## config.mk

```make
export PLATFORM = sky130hd
export DESIGN_NAME = psel_selector
export DESIGN_NICKNAME = d
export VERILOG_FILES = /design/src/core/psel_pkg.sv /design/src/core/psel_edge_det.sv /design/src/core/psel_selector.sv
export VERILOG_INCLUDE_DIRS = /design/src /design/src/core
export SDC_FILE = /design/constraint.sdc
export NUM_CORES = 1
export LEC_CHECK = 0
export BUFFER_PORTS_ARGS = -buffer_cell sky130_fd_sc_hd__buf_2
export CAP_MARGIN = 20
export CORE_MARGIN = 3
export CORE_UTILIZATION = 46
export CTS_BUF_LIST = sky130_fd_sc_hd__clkbuf_2
export DETAILED_ROUTE_END_ITERATION = 6
export PLACE_DENSITY = 0.69
export SETUP_SLACK_MARGIN = 0.5
export SLEW_MARGIN = 0
export SYNTH_ARGS = -nofsm -noshare
export SYNTH_HDL_FRONTEND = slang
export SYNTH_SLANG_ARGS = --single-unit
```

## constraint.sdc

```tcl
create_clock -name sys_clk -period 5 [get_ports sys_clk]
set_clock_uncertainty 0.2 [all_clocks]
set_input_delay 0.5 -clock sys_clk [delete_from_list [all_inputs] [get_ports sys_clk]]
set_output_delay 0.5 -clock sys_clk [all_outputs]
set_load 0.01 [all_outputs]
```

## src/core/psel_consts.svh

```systemverilog
// constants for the parameter set priority selector
`ifndef PSEL_CONSTS_SVH
`define PSEL_CONSTS_SVH
`define PSEL_NSETS 8
`define PSEL_IDXW 3
`define PSEL_ACTIVE_RST 3'h0
`define PSEL_USED_RST 3'h0
`define PSEL_TS_W 32
`define PSEL_CODE_W 6
`define PSEL_STABLE_CYC 2
`define PSEL_EV_ENABLED 6'h00
`define PSEL_EV_REQ 6'h08
`define PSEL_EV_REMOTE 6'h10
`define PSEL_EV_LOCAL 6'h11
`define PSEL_EV_FORCE 6'h12
`define PSEL_EV_FAIL_NCFG 6'h13
`define PSEL_EV_FAIL_FORCE 6'h14
`define PSEL_EV_FAIL_PRIO 6'h15
`define PSEL_EV_ACTIVE 6'h18
`define PSEL_EV_COUNT 32
`endif

```

## src/core/psel_pkg.sv

```systemverilog
// types for the parameter set priority selector
package psel_pkg;
  typedef struct packed {
    logic [5:0] code;
    logic on;
    logic [31:0] stamp;
  } psel_event_t;
  typedef struct packed {
    logic force_en;
    logic [3:0] force_set;
    logic [3:0] remote_set;
    logic [3:0] local_set;
    logic [2:0] used_sets;
  } psel_cfg_t;
  typedef enum logic [2:0] {
    PSEL_IDLE = 3'b001,
    PSEL_RUN = 3'b010,
    PSEL_FORCED = 3'b100
  } psel_state_t;
endpackage : psel_pkg

```

## src/core/psel_edge_det.sv

```systemverilog
// one status bit: edge detect and on/off store filter
`timescale 1ns/1ps
module psel_edge_det (
  input wire logic sys_clk,
  input wire logic rstn,
  input wire logic level,
  input wire logic store_on,
  input wire logic store_off,
  output logic rise,
  output logic fall
);
  logic prev_q;
  logic prev_d;
  logic armed_q;
  logic armed_d;
  always_comb begin
    prev_d = level;
    armed_d = 1'b1;
  end
  always_ff @(posedge sys_clk or negedge rstn) begin
    if (!rstn) begin
      prev_q <= 1'b0;
      armed_q <= 1'b0;
    end else begin
      prev_q <= prev_d;
      armed_q <= armed_d;
    end
  end
  // first cycle after reset only loads the level: reset values of the
  // watched status are not edges
  // edge is only reported when its direction is selected for storage
  assign rise = armed_q & level & ~prev_q & store_on;
  assign fall = armed_q & ~level & prev_q & store_off;
endmodule : psel_edge_det

```

## src/core/psel_selector.sv

```systemverilog
// parameter set priority selector with time-stamped event output
//
// Behaviour
// RQ1 - eight requests, set one highest priority
// RQ2 - requests work as pulses or levels
// RQ3 - held set one request blocks all others
// RQ4 - held request n blocks lower inputs
// RQ5 - held set eight request blocks nothing
// RQ6 - selection stays after request removed
// RQ7 - every event carries a time stamp
// RQ8 - per event store on, off or both
// RQ9 - remote, local, force events on and off
// RQ10 - unconfigured set request rejected, fail event
// RQ11 - force fail and priority fail events
// RQ12 - pulse selected set kept until another
// RQ13 - forcing overrides inputs until disabled
// RQ14 - reset: only set one, selector idle
// RQ15 - three bit active index, active events
`timescale 1ns/1ps
`include "psel_consts.svh"
module psel_selector
  import psel_pkg::*;
(
  input wire logic sys_clk,
  input wire logic rstn,
  input wire logic [7:0] param_set_request,
  input wire psel_cfg_t cfg,
  input wire logic [`PSEL_EV_COUNT-1:0] store_on,
  input wire logic [`PSEL_EV_COUNT-1:0] store_off,
  output logic [2:0] active_set_q,
  output logic [7:0] set_enabled_q,
  output logic event_valid_q,
  output psel_event_t event_q
);
  // request pins come from outside: two flops first
  logic [7:0] req_s1_q;
  logic [7:0] req_s2_q;
  logic [7:0] req_prev_q;
  always_ff @(posedge sys_clk or negedge rstn) begin
    if (!rstn) begin
      req_s1_q <= 8'h00;
      req_s2_q <= 8'h00;
      req_prev_q <= 8'h00;
    end else begin
      req_s1_q <= param_set_request;
      req_s2_q <= req_s1_q;
      req_prev_q <= req_s2_q;
    end
  end

  // time stamp counter
  logic [`PSEL_TS_W-1:0] ts_q;
  logic [`PSEL_TS_W-1:0] ts_d;
  always_comb begin
    ts_d = ts_q + `PSEL_TS_W'(1);
  end
  always_ff @(posedge sys_clk or negedge rstn) begin
    if (!rstn) begin
      ts_q <= '0;
    end else begin
      ts_q <= ts_d;
    end
  end

  // a new request is a rising edge; a held level is one standing high
  logic [7:0] req_new;
  logic [7:0] req_held;
  logic [7:0] enabled;
  assign req_new = req_s2_q & ~req_prev_q; // [RQ2]
  assign req_held = req_s2_q & req_prev_q; // [RQ2]
  always_comb begin
    for (int i = 0; i < 8; i++) begin
      enabled[i] = (3'(i) <= cfg.used_sets);
    end
  end

  psel_state_t st_q;
  psel_state_t st_d;
  logic [2:0] act_d;
  logic fail_ncfg;
  logic fail_prio;
  logic fail_force;
  logic remote_req;
  logic local_req;

  always_comb begin
    logic found;
    logic blocked;
    logic won_new;
    logic [2:0] blk_idx;
    logic [2:0] rl_idx;
    found = 1'b0;
    blocked = 1'b0;
    won_new = 1'b0;
    blk_idx = 3'h7;
    rl_idx = 3'h0;
    act_d = active_set_q;
    st_d = st_q;
    fail_ncfg = 1'b0;
    fail_prio = 1'b0;
    fail_force = 1'b0;
    remote_req = cfg.remote_set != 4'h0;
    local_req = cfg.local_set != 4'h0;
    case (st_q)
      PSEL_IDLE: begin
        act_d = 3'h0; // [RQ14]
        if (cfg.force_en) begin
          st_d = PSEL_FORCED;
        end else if (cfg.used_sets != 3'h0) begin
          st_d = PSEL_RUN;
        end
      end
      PSEL_RUN: begin
        // index 0 first: set one wins ties [RQ1]
        for (int i = 0; i < 8; i++) begin
          if (blocked && req_new[i]) begin
            fail_prio = 1'b1; // [RQ11]
          end else if (!found && !blocked
              && (req_new[i] || req_held[i])) begin
            if (!enabled[i]) begin
              fail_ncfg = 1'b1; // [RQ10]
            end else begin
              found = 1'b1;
              won_new = req_new[i];
              act_d = 3'(i);
            end
          end
          // a held level stops all lower inputs, but set eight has none
          if (req_held[i] && i < 7 && !blocked) begin
            blocked = 1'b1; // [RQ3] [RQ4] [RQ5]
            blk_idx = 3'(i);
          end
        end
        // remote beats local; a fresh pin request wins this cycle, a held
        // one only refuses a change to a lower priority set
        rl_idx = remote_req ? cfg.remote_set[2:0] - 3'h1
                            : cfg.local_set[2:0] - 3'h1;
        if (!won_new && (remote_req || local_req)) begin
          if (!enabled[rl_idx]) begin
            fail_ncfg = 1'b1; // [RQ10]
          end else if (blocked && rl_idx > blk_idx) begin
            fail_prio = 1'b1; // [RQ11]
          end else begin
            act_d = rl_idx;
          end
        end
        // no request: keep current set, no fall back [RQ6] [RQ12]
        if (cfg.force_en) begin
          st_d = PSEL_FORCED;
        end else if (cfg.used_sets == 3'h0) begin
          st_d = PSEL_IDLE;
          act_d = 3'h0;
        end
      end
      PSEL_FORCED: begin
        // inputs ignored, operator choice only [RQ13]
        if (cfg.force_set != 4'h0) begin
          if (enabled[cfg.force_set[2:0] - 3'h1]) begin
            act_d = cfg.force_set[2:0] - 3'h1;
          end else begin
            fail_force = 1'b1; // [RQ11]
          end
        end
        if (!cfg.force_en) begin
          st_d = (cfg.used_sets == 3'h0) ? PSEL_IDLE : PSEL_RUN;
        end
      end
      default: begin
        st_d = PSEL_IDLE;
        act_d = 3'h0;
      end
    endcase
  end

  always_ff @(posedge sys_clk or negedge rstn) begin
    if (!rstn) begin
      st_q <= PSEL_IDLE;
      active_set_q <= `PSEL_ACTIVE_RST; // [RQ14]
      set_enabled_q <= 8'h01;
    end else begin
      st_q <= st_d;
      active_set_q <= act_d; // [RQ15]
      set_enabled_q <= enabled;
    end
  end

  // status levels watched for events
  logic [`PSEL_EV_COUNT-1:0] ev_level;
  logic [`PSEL_EV_COUNT-1:0] ev_rise;
  logic [`PSEL_EV_COUNT-1:0] ev_fall;
  always_comb begin
    ev_level = '0;
    ev_level[7:0] = set_enabled_q;
    ev_level[15:8] = req_s2_q;
    ev_level[16] = remote_req; // [RQ9]
    ev_level[17] = local_req; // [RQ9]
    ev_level[18] = cfg.force_en; // [RQ9]
    ev_level[19] = fail_ncfg; // [RQ10]
    ev_level[20] = fail_force; // [RQ11]
    ev_level[21] = fail_prio; // [RQ11]
    for (int i = 0; i < 8; i++) begin
      ev_level[24+i] = (active_set_q == 3'(i)); // [RQ15]
    end
  end

  for (genvar g = 0; g < `PSEL_EV_COUNT; g++) begin : g_ev
    psel_edge_det u_edge (
      .sys_clk(sys_clk),
      .rstn(rstn),
      .level(ev_level[g]),
      .store_on(store_on[g]), // [RQ8]
      .store_off(store_off[g]), // [RQ8]
      .rise(ev_rise[g]),
      .fall(ev_fall[g])
    );
  end

  // pending edges, reported one per cycle, lowest index first
  logic [`PSEL_EV_COUNT-1:0] pend_on_q;
  logic [`PSEL_EV_COUNT-1:0] pend_off_q;
  logic [`PSEL_EV_COUNT-1:0] pend_on_d;
  logic [`PSEL_EV_COUNT-1:0] pend_off_d;
  logic ev_valid_d;
  psel_event_t ev_d;
  always_comb begin
    logic done;
    done = 1'b0;
    pend_on_d = pend_on_q;
    pend_off_d = pend_off_q;
    ev_valid_d = 1'b0;
    ev_d = event_q;
    for (int i = 0; i < `PSEL_EV_COUNT; i++) begin
      if (!done && (pend_on_q[i] || pend_off_q[i])) begin
        done = 1'b1;
        ev_valid_d = 1'b1;
        ev_d.code = 6'(i);
        ev_d.on = pend_on_q[i];
        ev_d.stamp = ts_q; // [RQ7]
        if (pend_on_q[i]) begin
          pend_on_d[i] = 1'b0;
        end else begin
          pend_off_d[i] = 1'b0;
        end
      end
    end
    // new edges set after the clear so none is lost
    pend_on_d = pend_on_d | ev_rise;
    pend_off_d = pend_off_d | ev_fall;
  end
  always_ff @(posedge sys_clk or negedge rstn) begin
    if (!rstn) begin
      pend_on_q <= '0;
      pend_off_q <= '0;
      event_valid_q <= 1'b0;
      event_q <= '0;
    end else begin
      pend_on_q <= pend_on_d;
      pend_off_q <= pend_off_d;
      event_valid_q <= ev_valid_d;
      event_q <= ev_d;
    end
  end
endmodule : psel_selector

```

-- Word-level counts from Yosys, hierarchy flattened
Index checks and enable logic that the tools add are counted.
- flip-flop bits (word level): 205
- input port bits: 90
- output and inout port bits: 51
- logic and storage cells: 800
- add/subtract/negate cells: 4
- $lt $le $gt $ge: 11
- equality and inequality tests: 15
- muxes and demuxes: 325
- bitwise operators: 245
- reductions and logical operators: 156
- operator list (kind ; number):
    39-bit two-way mux ; 32
    1-bit two-way mux ; 242
    1-bit bitwise AND ; 180
    3-bit two-way mux ; 46
    32-bit OR ; 2
    1-bit logical AND ; 60
    1-bit inverter ; 60
    1-bit zero test ; 46
    1-bit logical OR ; 41
    32-bit by 1-bit adder with 32-bit output, second input constant ; 1
    32-bit nonzero test ; 1
    8-bit bitwise AND ; 2
    3-bit equality test, second input constant ; 5
    3-bit <= comparator, first input constant ; 4
    4-bit nonzero test ; 3
    3-bit by 2-bit equality test with 1-bit output, second input constant ; 3
    3-bit one-hot mux with 3 select lines ; 1
    3-bit by 1-bit subtractor with 3-bit output, second input constant ; 3
    3-bit by 4-bit less-than comparator with 1-bit output, second input constant ; 2
    8-bit inverter ; 1
    1-bit binary-select mux with 3-bit select ; 2
    3-bit by 1-bit equality test with 1-bit output, second input constant ; 2
    1-bit by 3-bit <= comparator with 1-bit output, first input constant ; 2
    2-bit by 3-bit <= comparator with 1-bit output, first input constant ; 2
    9 further kinds ; 13

-- Longest topological paths before layout
Gate-level depths: netlist (run 1).
- word-level depth: 96
- depth in mapped cells: 14

-- Modules after synthesis
Synthesis (run 1) repeated with hierarchy kept, for this count alone.
- cells, all modules: 907
- area, all modules: 10364.9 µm²
- by module, submodules not included (module ; instances ; cells each ; area each (µm²)):
    psel_selector ; 1 ; 747 ; 8002.7
    psel_edge_det ; 32 ; 5 ; 73.8

-- Worst setup path after synthesis (run 1)
Ideal clock, no wire load.
- path type: reg2reg
- start: register req_s2_q[1]
- end: register active_set_q[1]
- setup time: 0.076 ns
- data arrival time: 2.983 ns
- data required time: 4.724 ns
- setup slack: 1.741 ns
- stages on the path, launching flop included: 15
- path buffers: 2
- cell sequence: dfrtp_1 > buf_2 > a222oi_1 > and2_0 > buf_2 > inv_1 > o21ai_0 > ha_1 > nor2b_1 > o21a_1 > o21ai_0 > a21oi_1 > nand4b_1 > mux2_2 > o21ai_1
- word-level cells in the longest chain between the ends: 48
- RTL lines (item ; line ; source):
    from (decl) ; psel_selector.sv:37 ; logic [7:0] req_s2_q;
    from (signal assigned) ; psel_selector.sv:46 ; req_s2_q <= req_s1_q;
    8-bit bitwise AND, on equally long branches ; psel_selector.sv:69, psel_selector.sv:70 ;
    1-bit logical OR ; psel_selector.sv:119 ; && (req_new[i] || req_held[i])) begin
    1-bit logical AND ; psel_selector.sv:119 ;
    1-bit two-way mux ; psel_selector.sv:118 ; end else if (!found && !blocked
    1-bit two-way mux ; psel_selector.sv:116 ; if (blocked && req_new[i]) begin
    1-bit two-way mux ; psel_selector.sv:104 ; case (st_q)
    1-bit zero test ; psel_selector.sv:118 ;
    1-bit logical AND ; psel_selector.sv:118 ;
    (+32 left out) ; -- ;
    1-bit two-way mux ; psel_selector.sv:116 ;
    1-bit two-way mux ; psel_selector.sv:104 ;
    1-bit zero test ; psel_selector.sv:138 ; if (!won_new && (remote_req || local_req)) begin
    1-bit logical AND ; psel_selector.sv:138 ;
    3-bit two-way mux * ; psel_selector.sv:138 ;
    3-bit two-way mux ; psel_selector.sv:150 ; end else if (cfg.used_sets == 3'h0) begin
    3-bit two-way mux * ; psel_selector.sv:148 ; if (cfg.force_en) begin
    3-bit one-hot mux with 2 select lines * ; psel_selector.sv:104 ;
    to (signal assigned) ; psel_selector.sv:178 ; active_set_q <= `PSEL_ACTIVE_RST;
    to (signal assigned) ; psel_selector.sv:182 ; active_set_q <= act_d;
    to (decl) ; psel_selector.sv:30 ; output logic [2:0] active_set_q,
Every way passes the cells marked *; elsewhere a longest branch is shown, timed or not. The select of a mux whose other input is x is not followed.
A chain may end at the register's enable or synchronous reset.

-- Worst setup path in the final report (run 1)
- start: register req_s2_q[0]
- end: register active_set_q[0]
- word-level cells in the longest chain between the ends: 52
- RTL lines (item ; line):
    8-bit bitwise AND, on equally long branches ; psel_selector.sv:69, psel_selector.sv:70
    1-bit logical OR ; psel_selector.sv:119
    1-bit two-way mux ; psel_selector.sv:118
    1-bit two-way mux ; psel_selector.sv:104
    1-bit zero test ; psel_selector.sv:118
    1-bit logical AND ; psel_selector.sv:118
    1-bit logical AND ; psel_selector.sv:119
    1-bit two-way mux ; psel_selector.sv:118
    (+36 left out) ; --
    1-bit two-way mux ; psel_selector.sv:116
    1-bit two-way mux ; psel_selector.sv:104
    1-bit zero test ; psel_selector.sv:138
    1-bit logical AND ; psel_selector.sv:138
    3-bit two-way mux * ; psel_selector.sv:138
    3-bit two-way mux ; psel_selector.sv:150
    3-bit two-way mux * ; psel_selector.sv:148
    3-bit one-hot mux with 2 select lines * ; psel_selector.sv:104
Marks and branches as above.

==> run metrics, run 1 <==
outcome complete, no violations; Max Cap Viol 0; DP Wirelength 15600 um; Worst setup EP type flip-flop; worst reg2reg startpoint req_s2_q[0]; total grt overflow 0; FF-to-FF setup slack 0.83 ns; classification of the worst-slack hold path in2reg; Final Hold Viols 0; Die X 145 um; TritonCTS clock tree done; relative slew slack 0.363; Tcrit/Tclk final 0.835; Routed wire per std cell 16.1 um; count leader, synth dfrtp_1; Root Driver clkbuf_2; P_sw 1.03 mW; GPL Wtd Cong 0.938; Synth Instances 908; Worst Setup SP req_s2_q[0]; sw frac 0.326; Clk pwr share 0.228; Internal 2.12 mW; dpl cells 1244; Area growth, synth to finish 22.0%; critical path required time 5.49 ns; DRT Wirelength 21900 um; share of layout cells above drive strength 1 0.173; Cell Area, Synth 8840 um2; flops & latches, synth 192; Worst-path clk slew 0.28 ns; global-route wire length before repair 35700 um; dominant cell type by area after synthesis dfrtp_1; overall global routing resource usage 0.216; Layout Cells excl Fill 1367; pin count of the biggest net entering global routing 107; routed vias/inst 5.43; Crit path top cell by count o21ai_0; Post-synth EDFFs 0; Power Total 3.15 mW; CP Cell Sequence a222oi_1 > buf_4 > and2_0 > inv_1 > o21ai_0 > ha_1 > nor2b_1 > o21a_1 > o21ai_0 > a21oi_1 > nand4b_1 > mux2i_1 > o21ai_0 > dlygate4sd3_1; Max FO, Critical Path 13; maximum buffer depth of the clock tree 2; Initial Util 0.471; area of the multi-input gates 3730 um2; ys flop type dfrtp_1; H-tree levels 4; slowest stage cell on the critical path dfrtp_1; power density cells 292 nW/um2; top cell type's share of synthesized area 0.538; startpoint types flip-flop; synth cell count leaders dfrtp_1 (190), nand2_1 (181), nor2_1 (70); Synth async-reset ratio 1.00; slowest cell delay on critical path 0.59 ns; Leakage Power 5.07 nW; Clk Latency, worst-skew pair 0.77 ns; R2R Path End active_set_q[0]; die area 20900 um2; Tmin final 4.17 ns; Antenna Violating Nets Remaining 0; maximum VDD drop 0.000147 V; Core ar. 18800 um2; Avg Cell Area, Syn 9.74 um2; RSZ-0062 raised after global routing false; R2R depth 14; Row Count 50; initial antenna violation count 1; placed instance area 9690 um2; Slew Limit Fails 0; post-CTS sizing 0; CP endpoint active_set_q[0]; Slew @ Worst Pin 0.947 ns; Synth cell types 76; synthesis warning total 0; Vias 7416; TritonCTS Buffers 17; Port-buffer cells 135; combinational power share 0.182; clk sinks 192; DRC 0; critical path type reg2reg; setup violators final 0; post-route cell area 10800 um2; Nets 1214; number of global-route vias before repair 7167; drt initial violations 519; Final TNS setup 0 ns; Die Ht 145 um; leading post-synthesis cells by cell area dfrtp_1 (54%), nand2_1 (7.7%), o21ai_0 (3.6%); Sequential Power Share 0.590; io pins 141; CP arrival 4.66 ns; register area 4810 um2; Fmax 240 MHz; sequential share of the synthesized area 0.543; 1st-pass router iterations 5; Filler Cells Inserted 1668
## per-layer routing
layer / vias to the layer above / track usage / routed length [um]
met5: - / 0 / 0
met4: 0 / 0.0677 / 359
met3: 26 / 0.0437 / 1250
met2: 226 / 0.334 / 10200
met1: 3541 / 0.310 / 10200
li1: 3623 / - / -
## cells in the final DEF, fill, tap and decap left out, types with 6 or more instances in the layout
| master | synthesis | final |
|---|---|---|
| nor2_1 | 70 | 69 |
| or3_1 | 8 | 8 |
| xor2_1 | 10 | 10 |
| nand4b_1 | 26 | 26 |
| ha_1 | 7 | 7 |
| nor3b_1 | 6 | 6 |
| dlygate4sd3_1 | 0 | 86 |
| nand3_1 | 43 | 43 |
| nand2_1 | 181 | 181 |
| nor2b_1 | 7 | 7 |
| inv_1 | 33 | 33 |
| a32o_1 | 7 | 7 |
| nand4_1 | 9 | 9 |
| o21ai_0 | 63 | 63 |
| buf_2 | 4 | 134 |
| nand2b_1 | 9 | 9 |
| o22ai_1 | 12 | 12 |
| nor4_1 | 10 | 10 |
| a22o_1 | 11 | 11 |
| dfrtp_1 | 190 | 189 |
| xnor2_1 | 22 | 22 |
| clkbuf_2 | 0 | 17 |
| a21oi_1 | 26 | 26 |
| nor3_1 | 16 | 16 |
## how the worst min path moves through the flow
| stage | start | end | slack (ns) | depth (start not counted) |
|---|---|---|---|---|
| final | cfg[9] | active_set_q[2] | 0.13 | 5 |
| after global routing | param_set_request[6] | req_s1_q[6] | 0.04 | 2 |
| after CTS | cfg[9] | active_set_q[2] | 0.05 | 5 |
| after detailed placement | req_s1_q[2] | req_s2_q[2] | 0.13 | 0 |
| after global placement | req_s1_q[4] | req_s2_q[4] | 0.13 | 0 |
| after floorplan | rstn | active_set_q[0] | 0.004 | 0 |
## critical path, delay by kind of cell, from the launching register on
kind / cells / cell delay, ns
adders and majority gates: 1 / 0.28
DFF: 1 / 0.59
and+or+nand+nor: 3 / 0.76
muxes: 1 / 0.22
buffers and inverters: 3 / 0.92
AOI/OAI and AO/OA: 6 / 1.11
## through the flow
stage	hold WS, ns	setup WS [ns]	utilization
2_1_floorplan	0.00441	1.74	-
4_1_cts	0.0490	0.579	0.574
5_1_grt	0.0449	0.576	0.575
3_5_place_dp	0.135	1.14	0.516
3_3_place_gp	0.132	1.22	0.516
6_report	0.127	0.825	0.575
## what timing repair did
| item | CTS | global route |
|---|---|---|
| endpoints found under the hold margin | 186 | 0 |
| hold buffers | 86 | 0 |
| endpoints found under the setup margin | 0 | 1 |
| buffers inserted | 0 | 2 |
## cell type report
cell class	count	area share
diodes	3	0.000696
well taps	234	0.0271
clock inverters	15	0.0119
inverters	34	0.0118
multi-input cells	645	0.346
repair buffers	227	0.149
flip-flops and latches	192	0.446
clock buffers	17	0.00789
## power groups by stage
stage	Clock, mW	Combinational [mW]	Sequential [mW]
global route	0.813	0.636	1.88
CTS	0.754	0.572	1.86
floorplan	0	0.344	1.83
detailed placement	0	0.513	1.88
global placement	0	0.502	1.88
finish	0.717	0.572	1.86
## state kept, by name, indices dropped and copies added (netlist names), 8 cells and up
register,cells
set_enabled_q,8
req_s1_q,8
req_prev_q,8
pend_off_q,30
event_q,38
g_ev.u_edge.prev_q,22
ts_q,32
pend_on_q,30
req_s2_q,8
## cells by family after synthesis
| group | count (synthesis) | share of synthesized area |
|---|---|---|
| AOI/OAI and AO/OA | 175 | 0.130 |
| other | 2 | 0.000849 |
| buffers and inverters | 72 | 0.0349 |
| and+or+nand+nor | 420 | 0.239 |
| DFF | 192 | 0.543 |
| adders and majority gates | 8 | 0.0110 |
| muxes | 7 | 0.00820 |
| xor gates and xnor gates | 32 | 0.0317 |
No activity file was read; power rests on OpenSTA's default activity.
==> run 2: changes to the inputs <==
--- a/config.mk
+++ b/config.mk
@@ -12,7 +12,7 @@
 export CORE_UTILIZATION = 46
 export CTS_BUF_LIST = sky130_fd_sc_hd__clkbuf_2
 export DETAILED_ROUTE_END_ITERATION = 6
-export PLACE_DENSITY = 0.69
+export PLACE_DENSITY = 0.72
 export SETUP_SLACK_MARGIN = 0.5
 export SLEW_MARGIN = 0
 export SYNTH_ARGS = -nofsm -noshare
==> constraint.sdc (replaced) <==
create_clock -name sys_clk -period 3.7 [get_ports sys_clk]
set_clock_uncertainty 0.2 [all_clocks]
set_input_delay 0.37 -clock sys_clk [delete_from_list [all_inputs] [get_ports sys_clk]]
set_output_delay 0.37 -clock sys_clk [all_outputs]
set_load 0.01 [all_outputs]
==> run 2 against run 1 <==
Clock power increased by 46%; flip-flop and latch count did not move; clock-buffer cell count grew 1; register-to-register slack worse by 0.23 ns; first-iteration DRC count down 4.2%; critical path type unchanged; largest cell class unchanged; largest power group unchanged; highest routed layer unchanged.
==> run metrics, run 2 (synthesis results as in run 1) <==
outcome complete, no violations (unchanged); total grt overflow 0 (unchanged); overall global routing resource usage 0.224 (was 0.216); placed instance area 9770 um2 (was 9690 um2); drt initial violations 497 (was 519); Tcrit/Tclk final 0.838 (was 0.835); Nets 1248 (was 1214); startpoint types flip-flop (unchanged); most frequent cells in the layout dfrtp_1 (188), nand2_1 (181), buf_2 (134) (was dfrtp_1 (189), nand2_1 (181), buf_2 (134)); RSZ-0062 raised after global routing true (was false); Final Hold Viols 0 (unchanged); max FFs per register 38 (unchanged); number of global-route vias before repair 7317 (was 7167); worst reg2reg startpoint pend_off_q[2] (was req_s2_q[0]); critical path type reg2reg (unchanged); H-tree levels 4 (unchanged); post-route cell area 11200 um2 (was 10800 um2); slowest stage cell on the critical path dfrtp_1 (unchanged); Core ar. 18800 um2 (unchanged); Tmin final 3.10 ns (was 4.17 ns); TritonCTS Buffers 17 (unchanged); Slew Limit Fails 0 (unchanged); Initial Util 0.471 (unchanged); Worst-path clk slew 0.29 ns (was 0.28 ns); setup violators final 0 (unchanged); 1st-pass router iterations 5 (unchanged); Port-buffer cells 135 (unchanged); commonest non-fill, non-tap cell in the layout dfrtp_1 (unchanged); Slew @ Worst Pin 0.799 ns (was 0.947 ns); clk sinks 192 (unchanged); Hold EP g_ev[18].u_edge.prev_q (was active_set_q[2]); delay-heaviest family, CP simple AND/OR/NAND/NOR gates (was compound AO/OA/AOI/OAI gates); dpl ws 0.352 ns (was 1.14 ns); Area growth, synth to finish 26.1% (was 22.0%); Root Driver clkbuf_2 (unchanged); CP arrival 3.60 ns (was 4.66 ns); Reg with most FFs event_q (unchanged); relative slew slack 0.467 (was 0.363); Die Ht 145 um (unchanged); Cells on Worst Hold Path 2 (was 5); registers with the most flip-flops event_q: 38 flops, ts_q: 32 flops (unchanged); power density cells 395 nW/um2 (was 292 nW/um2); DRT Wirelength 22900 um (was 21900 um); Util after Layout 0.594 (was 0.575); share of layout cells above drive strength 1 0.185 (was 0.173); Crit path top cell by count or3_4 (was o21ai_0); slowest cell delay on critical path 0.51 ns (was 0.59 ns); Die X 145 um (unchanged); maximum VDD drop 0.000207 V (was 0.000147 V); Final TNS setup 0 ns (unchanged); io pins 141 (unchanged); hold_sp cfg[15] (was cfg[9]); R2R Path End event_q[33] (was active_set_q[0]); DP Wirelength 16100 um (was 15600 um); Vias 7515 (was 7416); Row Count 50 (unchanged); Antenna Violating Nets Remaining 0 (unchanged); critical path required time 4.20 ns (was 5.49 ns); maximum buffer depth of the clock tree 2 (unchanged); Routed wire per std cell 16.4 um (was 16.1 um); routed vias/inst 5.37 (was 5.43); Max FO, Critical Path 7 (was 13); Leakage Power 5.26 nW (was 5.07 nW); GPL Wtd Cong 0.896 (was 0.938); die area 20900 um2 (unchanged); classification of the worst-slack hold path in2reg (unchanged); TritonCTS clock tree done (unchanged); initial antenna violation count 1 (unchanged); pin count of the biggest net entering global routing 64 (was 107); Worst setup EP type flip-flop (unchanged); global-route wire length before repair 36800 um (was 35700 um); Buf/Inv on CP 0 (was 3); Clk Latency, worst-skew pair 0.76 ns (was 0.77 ns); CP Cell Sequence nor4_4 > nand4_2 > or3_4 > or3_1 > or3_4 > o22a_1 > a31oi_1 (was a222oi_1 > buf_4 > and2_0 > inv_1 > o21ai_0 > ha_1 > nor2b_1 > o21a_1 > o21ai_0 > a21oi_1 > nand4b_1 > mux2i_1 > o21ai_0 > dlygate4sd3_1); Power Total 4.41 mW (was 3.15 mW); R2R depth 7 (was 14); slack of the critical path 0.599 ns (was 0.825 ns); Max Cap Viol 0 (unchanged); DRC 0 (unchanged); FF-to-FF setup slack 0.60 ns (was 0.83 ns); Fmax 323 MHz (was 240 MHz)
run 2: worst reg2reg max path: stages, from the launching register on:
cell     delay [ns]
dfrtp_1        0.51
nor4_4         0.41
nand4_2        0.29
or3_4          0.43
or3_1          0.46
or3_4          0.40
o22a_1         0.19
a31oi_1        0.15
run 2: how the worst max path moves through the flow:
| stage | depth (start not counted) | slack [ns] | start | to |
|---|---|---|---|---|
| 2_1_floorplan | 14 | 0.52 | req_s2_q[1] | active_set_q[1] |
| 3_3_place_gp | 13 | 0.43 | cfg[8] | active_set_q[1] |
| 3_5_place_dp | 13 | 0.35 | cfg[8] | active_set_q[1] |
| 4_1_cts | 12 | 0.52 | req_prev_q[0] | active_set_q[1] |
| 5_1_grt | 7 | 0.47 | pend_off_q[2] | event_q[33] |
| 6_report | 7 | 0.60 | pend_off_q[2] | event_q[33] |
run 2: timing repair:
item,in CTS,in global routing
setup buffers,0,5
endpoints found under the setup margin,0,9
hold endpoints to repair,276,0
gates resized for setup,0,7
hold buffers,107,0
run 2: power by group:
group | switching (mW) | leakage [nW] | internal (mW)
clock | 0.778 | 0.144 | 0.273
combinational | 0.426 | 2.77 | 0.420
sequential | 0.221 | 2.35 | 2.29
run 2: final cells by class:
class	instances	area, um2
antenna	1	2.50
clock buffer	18	90.1
clock inverter	14	149
fill	1671	7610
inverter	34	128
multi-input combinational	645	3760
sequential	192	4810
tap	234	293
timing repair buffer	261	1930
run 2: per-stage QoR:
step | hold WS, ns | std cells
global route | 0.0513 | 1399
global placement | 0.131 | 1254
detailed placement | 0.135 | 1254
floorplan | -0.126 | 909
finish | 0.136 | 1399
CTS | 0.0209 | 1393
run 2: per-layer routing:
| metal | part of all wire | track usage |
|---|---|---|
| met5 | 0 | 0 |
| met4 | 0.026 | 0.0781 |
| met3 | 0.044 | 0.0450 |
| met2 | 0.47 | 0.351 |
| met1 | 0.46 | 0.312 |
